--- src/ccc_pkg.sv ---
// Behaviour
// - Select one: filter result feeds previous sample.
// - Select zero: conversion result feeds previous sample.
// - Shift field bits 6:4; 110, 111 reserved.
// - Filter mode: time constant two to shift.
// - Shift only in modes 001, 010, 011; the code also applies the shift in filter mode 100.
// - Shift divisions truncate, never round.
// - Clear bit clears accumulator, overflow, counter; self-clears.
// - Mode field bits 2:0, 101-111 reserved.
// - Conversion done shown by go bit clearing.
// - RC clock: go set visible one cycle late.
// - Basic mode: no accumulation nor filtering.
// - Accumulate mode adds result, increments counter.
// - After accumulation update filter, threshold compare.
package ccc_pkg;
  localparam logic [3:0] ADDR_CTRL = 4'h0;
  localparam logic [3:0] ADDR_MAIN = 4'h1;
  localparam logic [3:0] ADDR_STAT = 4'h2;
  localparam logic [3:0] ADDR_MASK = 4'h3;
  localparam logic [3:0] ADDR_FILT = 4'h4;
  localparam logic [3:0] ADDR_PREV = 4'h5;
  localparam logic [3:0] ADDR_ACC = 4'h6;
  localparam logic [3:0] ADDR_CNT = 4'h7;
  localparam logic [3:0] ADDR_THR = 4'h8;
  localparam logic [3:0] ADDR_RES = 4'h9;
  localparam int POS_PSIS = 7;
  localparam int POS_CLR = 3;
  localparam int POS_GO = 0;
  localparam int POS_RC = 1;
  localparam logic [7:0] CTRL_RESET = 8'h00;
  localparam logic [2:0] MODE_BASIC = 3'h0;
  localparam logic [2:0] MODE_ACC = 3'h1;
  localparam logic [2:0] MODE_AVG = 3'h2;
  localparam logic [2:0] MODE_BURST = 3'h3;
  localparam logic [2:0] MODE_LPF = 3'h4;
  localparam logic [2:0] SHIFT_MAX = 3'h5;
  localparam logic [3:0] CONV_CYCLES = 4'hb;
  localparam logic [3:0] STAT_RESET = 4'h0;
  typedef struct packed {
    logic psis;
    logic [2:0] shift;
    logic clr;
    logic [2:0] mode;
  } ccc_ctrl_type;
  typedef struct packed {
    logic done;
    logic thresh;
    logic ovf;
    logic clr_done;
  } ccc_stat_type;
endpackage

--- src/ccc_top.sv ---
// The address map and register access over Avalon-MM were decided locally.
`timescale 1ns/1ps
module ccc_top (
  input wire logic mclk_i,
  input wire logic rst_i,
  input wire logic [3:0] address,
  input wire logic read,
  input wire logic write,
  input wire logic [31:0] writedata,
  output logic [31:0] readdata,
  output logic waitrequest,
  input wire logic [15:0] sample_i,
  output logic irq_o
);
  ccc_pkg::ccc_ctrl_type ctrl;
  ccc_pkg::ccc_ctrl_type next_ctrl;
  ccc_pkg::ccc_stat_type stat;
  ccc_pkg::ccc_stat_type next_stat;
  logic [3:0] mask;
  logic [3:0] next_mask;
  logic go;
  logic next_go;
  logic go_vis;
  logic next_go_vis;
  logic rc_sel;
  logic next_rc_sel;
  logic [15:0] conversion_result;
  logic [15:0] next_result;
  logic [15:0] filter_result;
  logic [15:0] next_filter;
  logic [15:0] previous_sample;
  logic [15:0] next_prev;
  logic [23:0] accumulator;
  logic [23:0] next_acc;
  logic accum_overflow_flag;
  logic next_ovf;
  logic [7:0] sample_counter;
  logic [7:0] next_cnt;
  logic [15:0] thresh;
  logic [15:0] next_thresh;
  logic ack;
  logic next_ack;
  logic [31:0] next_rdata;
  logic start;
  logic busy;
  logic done;
  logic [2:0] shamt;
  logic [24:0] sum;
  logic [23:0] shifted;
  logic [23:0] lpf;
  logic wr;
  logic [3:0] set_ev;

  // One wait cycle per access: waitrequest drops in the second cycle.
  assign waitrequest = (read | write) & ~ack;
  // A write lands at the edge where waitrequest is sampled low.
  assign wr = write & ack;
  assign start = go & ~busy & ~done;
  // Reserved shift codes fall back to the largest usable shift.
  assign shamt = (ctrl.shift > ccc_pkg::SHIFT_MAX) ?
                 ccc_pkg::SHIFT_MAX : ctrl.shift;
  assign sum = {1'b0, accumulator} + {9'h000, sample_i};
  // Plain right shift drops the low bits, so division truncates.
  assign shifted = sum[23:0] >> shamt;
  // Unity-gain first-order filter with time constant 2^shift.
  assign lpf = {8'h00, filter_result} +
               (({8'h00, sample_i} >> shamt) -
                ({8'h00, filter_result} >> shamt));
  assign irq_o = |(stat & mask);

  ccc_core u_core (
    .mclk_i(mclk_i),
    .rst_i(rst_i),
    .start_i(start),
    .busy_o(busy),
    .done_o(done)
  );

  always_comb begin
    next_ctrl = ctrl;
    next_mask = mask;
    next_thresh = thresh;
    next_go = go;
    next_rc_sel = rc_sel;
    next_ack = (read | write) & ~ack;
    next_rdata = 32'h0000_0000;
    next_result = conversion_result;
    next_filter = filter_result;
    next_prev = previous_sample;
    next_acc = accumulator;
    next_ovf = accum_overflow_flag;
    next_cnt = sample_counter;
    set_ev = 4'h0;
    next_stat = stat;
    if (start) begin
      next_prev = ctrl.psis ? filter_result :
                  conversion_result;
    end
    if (done) begin
      next_go = 1'b0;
      next_result = sample_i;
      set_ev[3] = 1'b1;
      case (ctrl.mode)
        ccc_pkg::MODE_BASIC: begin
          next_filter = filter_result;
        end
        ccc_pkg::MODE_ACC, ccc_pkg::MODE_AVG, ccc_pkg::MODE_BURST: begin
          next_acc = sum[23:0];
          next_ovf = accum_overflow_flag | sum[24];
          next_cnt = sample_counter + 8'h01;
          next_filter = shifted[15:0];
          set_ev[1] = (shifted[15:0] > thresh);
          set_ev[2] = sum[24];
        end
        ccc_pkg::MODE_LPF: begin
          next_filter = lpf[15:0];
          set_ev[1] = (lpf[15:0] > thresh);
        end
        default: begin
          next_filter = filter_result;
        end
      endcase
    end
    // A clear outranks a sample that completes in the same cycle.
    if (ctrl.clr) begin
      next_acc = 24'h00_0000;
      next_ovf = 1'b0;
      next_cnt = 8'h00;
      next_ctrl.clr = 1'b0;
      set_ev[0] = 1'b1;
    end
    if (wr) begin
      case (address)
        ccc_pkg::ADDR_CTRL: begin
          next_ctrl = ccc_pkg::ccc_ctrl_type'(writedata[7:0]);
          // A clear in flight has already run, so zero cannot cancel it.
          next_ctrl.clr = writedata[ccc_pkg::POS_CLR];
        end
        ccc_pkg::ADDR_MAIN: begin
          next_rc_sel = writedata[ccc_pkg::POS_RC];
          if (writedata[ccc_pkg::POS_GO]) begin
            next_go = 1'b1;
          end
        end
        ccc_pkg::ADDR_STAT: begin
          next_stat = stat & ~ccc_pkg::ccc_stat_type'(writedata[3:0]);
        end
        ccc_pkg::ADDR_MASK: begin
          next_mask = writedata[3:0];
        end
        ccc_pkg::ADDR_THR: begin
          next_thresh = writedata[15:0];
        end
        default: begin
          next_mask = mask;
        end
      endcase
    end
    // Setting wins over a simultaneous clear.
    next_stat = next_stat | ccc_pkg::ccc_stat_type'(set_ev);
    // With the RC clock the set go bit reads back one cycle later.
    next_go_vis = next_rc_sel ? (go & next_go) : next_go;
    if (read & ~ack) begin
      case (address)
        ccc_pkg::ADDR_CTRL: next_rdata = {24'h00_0000, ctrl};
        ccc_pkg::ADDR_MAIN: next_rdata = {30'h0, rc_sel, go_vis};
        ccc_pkg::ADDR_STAT: next_rdata = {28'h000_0000, stat};
        ccc_pkg::ADDR_MASK: next_rdata = {28'h000_0000, mask};
        ccc_pkg::ADDR_FILT: next_rdata = {16'h0000, filter_result};
        ccc_pkg::ADDR_PREV: next_rdata = {16'h0000, previous_sample};
        ccc_pkg::ADDR_ACC: next_rdata = {7'h00, accum_overflow_flag,
                                         accumulator};
        ccc_pkg::ADDR_CNT: next_rdata = {24'h00_0000, sample_counter};
        ccc_pkg::ADDR_THR: next_rdata = {16'h0000, thresh};
        ccc_pkg::ADDR_RES: next_rdata = {16'h0000, conversion_result};
        default: next_rdata = 32'h0000_0000;
      endcase
    end
  end

  always_ff @(posedge mclk_i) begin
    if (rst_i) begin
      ctrl <= ccc_pkg::CTRL_RESET;
      stat <= ccc_pkg::STAT_RESET;
      mask <= 4'h0;
      thresh <= 16'h0000;
      go <= 1'b0;
      go_vis <= 1'b0;
      rc_sel <= 1'b0;
      ack <= 1'b0;
      readdata <= 32'h0000_0000;
      conversion_result <= 16'h0000;
      filter_result <= 16'h0000;
      previous_sample <= 16'h0000;
      accumulator <= 24'h00_0000;
      accum_overflow_flag <= 1'b0;
      sample_counter <= 8'h00;
    end else begin
      ctrl <= next_ctrl;
      stat <= next_stat;
      mask <= next_mask;
      thresh <= next_thresh;
      go <= next_go;
      go_vis <= next_go_vis;
      rc_sel <= next_rc_sel;
      ack <= next_ack;
      readdata <= (read & ~ack) ? next_rdata : readdata;
      conversion_result <= next_result;
      filter_result <= next_filter;
      previous_sample <= next_prev;
      accumulator <= next_acc;
      accum_overflow_flag <= next_ovf;
      sample_counter <= next_cnt;
    end
  end

  a_clear_self: assert property (
    @(posedge mclk_i) disable iff (rst_i)
    ctrl.clr |=> !ctrl.clr && accumulator == 24'h00_0000
    && sample_counter == 8'h00)
    else $error("accumulator clear did not complete");
  a_clear_flag: assert property (
    @(posedge mclk_i) disable iff (rst_i)
    ctrl.clr |=> stat.clr_done)
    else $error("clear done flag not set");
  a_clear_zero: assert property (
    @(posedge mclk_i) disable iff (rst_i)
    wr && address == ccc_pkg::ADDR_CTRL && !writedata[ccc_pkg::POS_CLR]
    && !ctrl.clr && !done |=> $stable(accumulator)
    && $stable(sample_counter))
    else $error("writing zero to clear changed state");
  a_prev_src: assert property (
    @(posedge mclk_i) disable iff (rst_i)
    start |=> previous_sample == ($past(ctrl.psis) ?
    $past(filter_result) : $past(conversion_result)))
    else $error("previous sample source wrong");
  a_prev_hold: assert property (
    @(posedge mclk_i) disable iff (rst_i)
    !start |=> $stable(previous_sample))
    else $error("previous sample changed without start");
  a_go_set: assert property (
    @(posedge mclk_i) disable iff (rst_i)
    wr && address == ccc_pkg::ADDR_MAIN && writedata[ccc_pkg::POS_GO]
    |=> go)
    else $error("go not set by write");
  a_go_done: assert property (
    @(posedge mclk_i) disable iff (rst_i)
    done && !(wr && address == ccc_pkg::ADDR_MAIN) |=> !go)
    else $error("go not cleared at done");
  a_result_load: assert property (
    @(posedge mclk_i) disable iff (rst_i)
    done |=> conversion_result == $past(sample_i))
    else $error("conversion result not loaded at done");
  a_rc_delay: assert property (
    @(posedge mclk_i) disable iff (rst_i)
    rc_sel && $rose(go) |-> !go_vis ##1 go_vis || !go)
    else $error("rc go visibility delay wrong");
  a_go_direct: assert property (
    @(posedge mclk_i) disable iff (rst_i)
    !rc_sel |-> go_vis == go)
    else $error("go read back wrong with system clock");
  a_go_rc: assert property (
    @(posedge mclk_i) disable iff (rst_i)
    rc_sel |-> go_vis == (go && $past(go)))
    else $error("go read back wrong with rc clock");
  a_basic_hold: assert property (
    @(posedge mclk_i) disable iff (rst_i)
    done && ctrl.mode == ccc_pkg::MODE_BASIC && !ctrl.clr
    |=> $stable(accumulator))
    else $error("basic mode accumulated");
  a_basic_count: assert property (
    @(posedge mclk_i) disable iff (rst_i)
    done && ctrl.mode == ccc_pkg::MODE_BASIC && !ctrl.clr
    |=> $stable(sample_counter))
    else $error("basic mode counted a sample");
  a_basic_filter: assert property (
    @(posedge mclk_i) disable iff (rst_i)
    done && ctrl.mode == ccc_pkg::MODE_BASIC
    |=> $stable(filter_result))
    else $error("basic mode changed filter result");
  a_acc_count: assert property (
    @(posedge mclk_i) disable iff (rst_i)
    done && ctrl.mode == ccc_pkg::MODE_ACC && !ctrl.clr
    |=> sample_counter == $past(sample_counter) + 8'h01)
    else $error("sample counter not incremented");
  a_acc_sum: assert property (
    @(posedge mclk_i) disable iff (rst_i)
    done && ctrl.mode == ccc_pkg::MODE_ACC && !ctrl.clr
    |=> accumulator == $past(accumulator) + 24'($past(sample_i)))
    else $error("sample not added to accumulator");
  a_filt_shift: assert property (
    @(posedge mclk_i) disable iff (rst_i)
    done && ctrl.mode == ccc_pkg::MODE_ACC && !ctrl.clr
    && ctrl.shift <= ccc_pkg::SHIFT_MAX
    |=> filter_result == 16'(accumulator >> $past(ctrl.shift)))
    else $error("filter result not shifted accumulator");
  a_avg_shift: assert property (
    @(posedge mclk_i) disable iff (rst_i)
    done && (ctrl.mode == ccc_pkg::MODE_AVG
    || ctrl.mode == ccc_pkg::MODE_BURST) && !ctrl.clr
    && ctrl.shift <= ccc_pkg::SHIFT_MAX
    |=> filter_result == 16'(accumulator >> $past(ctrl.shift)))
    else $error("average result not shifted accumulator");
  a_lpf_unity: assert property (
    @(posedge mclk_i) disable iff (rst_i)
    done && ctrl.mode == ccc_pkg::MODE_LPF && sample_i == filter_result
    |=> $stable(filter_result))
    else $error("filter gain not unity");
  a_rsvd_mode: assert property (
    @(posedge mclk_i) disable iff (rst_i)
    done && ctrl.mode > ccc_pkg::MODE_LPF && !ctrl.clr
    |=> $stable(accumulator) && $stable(filter_result))
    else $error("reserved mode corrupted state");
  a_rsvd_count: assert property (
    @(posedge mclk_i) disable iff (rst_i)
    done && ctrl.mode > ccc_pkg::MODE_LPF && !ctrl.clr
    |=> $stable(sample_counter))
    else $error("reserved mode counted a sample");
endmodule

--- src/ccc_core.sv ---
`timescale 1ns/1ps
// Conversion timer: counts a conversion and pulses done at its end.
module ccc_core (
  input wire logic mclk_i,
  input wire logic rst_i,
  input wire logic start_i,
  output logic busy_o,
  output logic done_o
);
  logic [3:0] cnt;
  logic [3:0] next_cnt;
  logic next_done;
  always_comb begin
    next_cnt = cnt;
    next_done = 1'b0;
    if (cnt != 4'h0) begin
      next_cnt = cnt - 4'h1;
      next_done = (cnt == 4'h1);
    end else if (start_i) begin
      next_cnt = ccc_pkg::CONV_CYCLES;
    end
  end
  always_ff @(posedge mclk_i) begin
    if (rst_i) begin
      cnt <= 4'h0;
      done_o <= 1'b0;
    end else begin
      cnt <= next_cnt;
      done_o <= next_done;
    end
  end
  assign busy_o = (cnt != 4'h0);
endmodule

--- config.mk ---
export PLATFORM = sky130hd
export DESIGN_NAME = ccc_top
export DESIGN_NICKNAME = d
export VERILOG_FILES = /design/src/ccc_pkg.sv /design/src/ccc_top.sv /design/src/ccc_core.sv
export SDC_FILE = /design/constraint.sdc
export NUM_CORES = 1
export LEC_CHECK = 0
export BUFFER_PORTS_ARGS = -buffer_cell sky130_fd_sc_hd__buf_2
export CAP_MARGIN = 20
export CORE_ASPECT_RATIO = 1.75
export CORE_UTILIZATION = 39
export DETAILED_ROUTE_END_ITERATION = 6
export SLEW_MARGIN = 20
export SYNTH_ARGS = -nofsm -noshare
export SYNTH_HDL_FRONTEND = slang
export SYNTH_SLANG_ARGS = --single-unit
--- constraint.sdc ---
create_clock -name mclk_i -period 6.7 [get_ports mclk_i]
set_input_delay 0.67 -clock mclk_i [delete_from_list [all_inputs] [get_ports mclk_i]]
set_output_delay 0.67 -clock mclk_i [all_outputs]
set_load 0.01 [all_outputs]
==> flow_summary.ini, run 1 <==
[status]
status = finished, final reports clean

[finish]
antennaDiodeCount = 0
regArea_um2 = 2950
area_growth_pct = 11.0
fill_cells = 2700
fin_util = 0.441
fin_area_um2 = 11700
drive_gt1_frac = 0.104
multi_input_area_um2 = 7070
nets = 1516

[clocking]
cts_root_buf = clkbuf_16
clkSlewWorstSetupHoldPaths_ps = 70
clk_path_buf_depth = 2
postCtsSetupRepairBufs = 0
cts_htree_levels = 4
worstSkewPairLatency_ps = 450
postCtsHoldBufs = 0
cts_buffers = 17
ctsResizeCount = 0
cts_sinks = 147
cts_tree = done

[worst_setup_path]
r2r_end = stat[1]$_SDFF_PP0_
reg2regPathDepth = 20
worst-r2r-setup-slack_ps = 1150
worstPathMaxFanout = 27
cp.required_ps = 7070
worstSetupStartpointType = flip-flop
cp-end-kind = flip-flop
worst-setup-path-type = flip-flop to flip-flop
regToRegStartpoint = ctrl[5]$_SDFFE_PP0P_
critPathArrivalTime_ps = 5920

[timing]
finalMaxSlewViolations = 0
grt_setup_unrepaired = false
period_minus_slack_ps = 5550
setup_viol = 0
tightest_slew_ps = 953
setup_tns_ps = 0
relSlewSlack = 0.363
hold_viol_final = 0
fin_crit_sh = 0.828
finClkSkew_ps = 12.0
fmax_ghz = 0.180

[synthesis]
ys_warn_count = 0
synth_flop_cell = dfxtp_1
synthDominantCellAreaShare = 0.280
avgSynthCellArea_um2 = 7.73
syn_inst = 1360
netlist-cell-type-count = 68
synth-edff-count = 0
netlist.top_cell.by_area = dfxtp_1
yosys.cell_count.top_type = nand2_1
ys_ff_latch = 147
synth-async-reset-ratio = 0
yosysSeqAreaShare = 0.280
synthTopCellsByArea = dfxtp_1 28%, ha_1 8.0%, mux2i_1 7.7%
yosys-top-cells-count = 182 x nand2_1, 175 x nor2_1, 147 x dfxtp_1
synth_area_um2 = 10500

[place]
place_hpwl_mm = 28.6
place_congestion = 0.946
dpl_cell_area_um2 = 11100
port_buffers = 66

[drt]
wl_per_cell_um = 22.0
routed_wl_mm = 37.7
postRouteAntennaNets = 0
route.vias.total = 10200
dr.pass1.iters = 5
routed_via_density = 5.94
dr.first_iter.drc_count = 898
route.detailed.drc = 0

[die]
core_um2 = 26500
die_area_um2 = 27600
num_rows = 79
die_h_um = 219
ios = 90
initial_utilization = 0.397
die_width_um = 126

[grt]
grt_pass1_wl_mm = 57.0
antenna_found_initial = 0
grt_max_degree = 76
grt_pass1_vias = 9667
grt-ovfl-total = 0
track_usage = 0.278

[power]
ir_drop_v = 0.000167
cellLeakagePower_nw = 4.61
power_density_nw_per_um2 = 199

[worst_hold_path]
worstHoldStart = writedata[10]
min_path_cells = 3
hold_class = primary input to flip-flop
whs_endpoint = thresh[10]$_SDFFE_PP0P_

[run]
drv_cap = 0
[sequential cells by signal, indices dropped and copies added (netlist names)]
signal	cells
go_vis	1
readdata	25
u_core.done_o	1
rc_sel	1
u_core.cnt	4
mask	4
sample_counter	8
thresh	16
previous_sample	16
accum_overflow_flag	1
go	1
ctrl	8
stat	4
ack	1
filter_result	16
accumulator	24
conversion_result	16
[worst max-delay path, cell delays in order (launching register included)]
cell       delay, ps
dfxtp_2          490
a21oi_4          650
buf_4            300
mux2i_1          330
nor2_1            70
a31oi_1          200
fa_1             460
ha_1             390
nand3_1          100
o2111ai_1        270
a21oi_1          140
o21ai_0          420
a21boi_0         180
o21bai_1         200
xor2_1           130
ha_1             320
nand4_1           80
nor2_1           130
a21oi_1           80
a221o_1          360
a31oi_1          160
[cell type report]
class / count / share of cell area
Timing Repair Buffer: 87 / 0.0420
Clock inverter: 11 / 0.0134
Multi-Input combinational cell: 1082 / 0.606
Clock buffer: 19 / 0.0380
Inverter: 42 / 0.0135
Sequential cell: 147 / 0.252
Tap cell: 324 / 0.0347
[routing by layer]
layer	up-vias	wire length, um	GRT usage	part of all wire
li1	4882	-	-	-
met1	4805	14100	0.293	0.37
met2	357	18800	0.485	0.50
met3	118	1360	0.0329	0.036
met4	0	3440	0.253	0.091
met5	-	0	0	0
[placed cells by master, fill, tap and decap left out, drive strengths merged, types with 18 or more instances in the layout]
cell / Yosys / final
a211oi: 32 / 32
a21o: 18 / 18
a21oi: 140 / 140
a22oi: 22 / 22
a31oi: 22 / 22
buf: 25 / 87
clkbuf: 70 / 19
dfxtp: 147 / 147
ha: 67 / 67
inv: 42 / 43
mux2i: 81 / 81
nand2: 182 / 182
nand3: 24 / 24
nor2: 175 / 175
o21ai: 41 / 41
xnor2: 23 / 23
xor2: 22 / 22
[how the worst max path moves through the flow]
stage | start | end | slack [ps] | cells past startpoint
final | ctrl[5]$_SDFFE_PP0P_ | stat[1]$_SDFF_PP0_ | 1150 | 20
after global routing | ctrl[5]$_SDFFE_PP0P_ | stat[1]$_SDFF_PP0_ | 710 | 20
after CTS | ctrl[5]$_SDFFE_PP0P_ | stat[1]$_SDFF_PP0_ | 1270 | 21
after detailed placement | ctrl[5]$_SDFFE_PP0P_ | stat[1]$_SDFF_PP0_ | 1290 | 21
after global placement | ctrl[5]$_SDFFE_PP0P_ | stat[1]$_SDFF_PP0_ | 1410 | 21
after floorplan | ctrl[5]$_SDFFE_PP0P_ | stat[1]$_SDFF_PP0_ | 1390 | 25
[through the flow]
step | worst slack [ps] | power [mW] | std cells | hold WS [ps]
floorplan | 1390 | 1.22 | 1366 | 438
global placement | 1410 | 1.34 | 1682 | 451
detailed placement | 1290 | 1.34 | 1682 | 469
CTS | 1270 | 2.34 | 1712 | 439
global route | 714 | 2.42 | 1712 | 466
finish | 1150 | 2.33 | 1712 | 454
[kinds of logic (layout without fill, tap and decap cells)]
| kind of cell | after synthesis | count (layout) | share of synthesized area |
|---|---|---|---|
| other | 1 | 7 | 0.000357 |
| adder cells (fa/ha/maj) | 83 | 83 | 0.110 |
| flip-flops | 147 | 147 | 0.280 |
| AO/OA/AOI/OAI | 369 | 369 | 0.230 |
| buffers and inverters | 137 | 159 | 0.0525 |
| multiplexers | 91 | 91 | 0.0878 |
| XOR/XNOR | 45 | 45 | 0.0375 |
| AND/OR/NAND/NOR | 487 | 487 | 0.202 |
[power by group]
part	switching, mW	internal [mW]
clock network	0.401	0.594
registers	0.0270	0.896
logic	0.249	0.158
Note: power is estimated with default switching activity, not from simulation.
==> inputs of run 2 (changes only) <==
Clock period 6.7 ns to 5.74 ns, I/O delays scaled along.
==> run 2 against run 1 <==
  * Fmax grew 6.6%
  * Worst hold slack worse by 98 ps
  * Worst setup slack lost 610 ps
  * Die area unchanged
  * Combinational power increased by 16%
  * Power grew 15%
  * Register-to-register slack lost 610 ps
  * Critical path depth increased by 2
  * Routed wire length fell by 1.9%
  * Critical path type unchanged
  * Critical endpoint unchanged
  * Largest cell class unchanged
==> flow_summary.ini, run 2 (synthesized netlist as in run 1, its figures left out) <==
[status]
status = finished, final reports clean

[finish]
multi_input_area_um2 = 7070
nets = 1518
top_register = readdata
area_growth_pct = 10.9
final_common_cell = nand2_1
fin_util = 0.440
antennaDiodeCount = 0
largest_register_ffs = 25
fill_cells = 2758
final_cell_mix = 182 x nand2_1, 173 x nor2_1, 145 x dfxtp_1
drive_gt1_frac = 0.104
top_regs = readdata: 25 flops, accumulator: 24 flops
regArea_um2 = 2950

[drt]
dr.pass1.iters = 5
postRouteAntennaNets = 0
route.detailed.drc = 0
routed_wl_mm = 37.0
dr.first_iter.drc_count = 799
route.vias.total = 10100
wl_per_cell_um = 21.6
routed_via_density = 5.91

[timing]
fin_crit_sh = 0.906
relSlewSlack = 0.364
tightest_slew_ps = 954
hold_viol_final = 0
setup_viol = 0
period_minus_slack_ps = 5200
fmax_ghz = 0.192
setup_tns_ps = 0
finalMaxSlewViolations = 0
finClkSkew_ps = 15.3
grt_setup_unrepaired = false

[clocking]
cts_htree_levels = 4
cts_root_buf = clkbuf_16
cts_tree = done
worstSkewPairLatency_ps = 460
cts_sinks = 147
ctsResizeCount = 0
clkSlewWorstSetupHoldPaths_ps = 70
cts_buffers = 17
clk_path_buf_depth = 2

[worst_setup_path]
path_delay_family = compound AO/OA/AOI/OAI gates
slowest_delay_ps = 620
cp.required_ps = 6050
crit_path_frequent_cell = a21oi_1
worstPathMaxFanout = 12
reg2regPathDepth = 22
regToRegStartpoint = ctrl[4]$_SDFFE_PP0P_
path_depth = 22
worst-setup-path-type = flip-flop to flip-flop
cp-end-kind = flip-flop
crit_chain = inv_1 > o21ai_1 > nor2_1 > a21oi_1 > nand2_1 > a31oi_1 > fa_1 > fa_1 > a21oi_1 > o2111ai_1 > a21oi_1 > o21ai_0 > a21o_1 > a21oi_1 > xnor2_1 > ha_1 > nor2b_1 > o21ai_0 > nand2_1 > o211ai_1 > a221o_1 > a31oi_1
critPathArrivalTime_ps = 5510
worst-path-buf-inv = 1
cp_slowest_cell = dfxtp_1
cp-startpoint = ctrl[4]$_SDFFE_PP0P_
worstSetupStartpointType = flip-flop

[die]
num_rows = 79
initial_utilization = 0.397
die_area_um2 = 27600
die_h_um = 219
die_width_um = 126
ios = 90
core_um2 = 26500

[worst_hold_path]
min_path_cells = 3
hold_class = primary input to flip-flop
worstHoldStart = writedata[15]

[place]
place_congestion = 0.914
place_hpwl_mm = 28.4
port_buffers = 66

[grt]
grt-ovfl-total = 0
grt_pass1_vias = 9523
grt_pass1_wl_mm = 55.8
track_usage = 0.272
grt_max_degree = 76
antenna_found_initial = 0

[power]
cellLeakagePower_nw = 4.61
power_density_nw_per_um2 = 228
ir_drop_v = 0.000187

[run]
drv_cap = 0
## run 2: changes by cell type in the layout (fill, tap and decap cells not counted)
cell,previous run,this run
a21oi_1,137,138
clkbuf_8,1,0
buf_12,0,1
bufinv_16,3,2
clkinv_4,4,2
clkinv_2,0,2
clkbuf_1,1,3
clkinvlp_4,3,2
buf_4,22,23
a21oi_2,2,1
inv_6,1,3
## run 2: layout make-up
type	instances	area share
multi-input cells	1082	0.606
flip-flops and latches	147	0.253
repair buffers	89	0.0444
clock buffers	20	0.0375
well taps	324	0.0348
inverters	42	0.0135
clock inverters	11	0.0111
## run 2: worst paths after layout
path | endpoint | slack, ps
max | stat[1]$_SDFF_PP0_ | 540
min | thresh[15]$_SDFFE_PP0P_ | 360
max reg2reg | stat[1]$_SDFF_PP0_ | 540
min reg2reg | go_vis$_SDFF_PP0_ | 480
## run 2: repair_timing
| action | 4_1_cts | 5_1_grt |
|---|---|---|
| buffers inserted | 0 | 2 |
| endpoints found under the setup margin | 0 | 1 |
| hold buffers | 0 | 0 |
## run 2: where the power goes
group          switching [mW]  total, mW  internal [mW]
combinational           0.289      0.474          0.185
sequential             0.0322       1.08           1.05
clock                   0.472       1.11          0.640
## run 2: tightest hold or removal path: cells and delay by family
family / cells / cell delay (ps)
AND/OR/NAND/NOR: 1 / 40
buffers and inverters: 1 / 100
AO/OA/AOI/OAI: 1 / 50
## run 2: routing by layer
metal	routed length (um)	track usage
met4	3500	0.252
met2	18700	0.481
met3	1200	0.0307
met1	13600	0.280
met5	0	0
## run 2: per-stage QoR
step                setup slack [ps]  instances  instance area [um^2]  hold slack [ps]  total power, mW
finish                           541       1715                 11700              356             2.66
global route                    70.6       1715                 11700              363             2.77
CTS                              471       1713                 11600              338             2.68
detailed placement               493       1682                 11100              464             1.57
global placement                 524       1682                 11100              451             1.57
floorplan                        433       1366                 10500              438             1.43
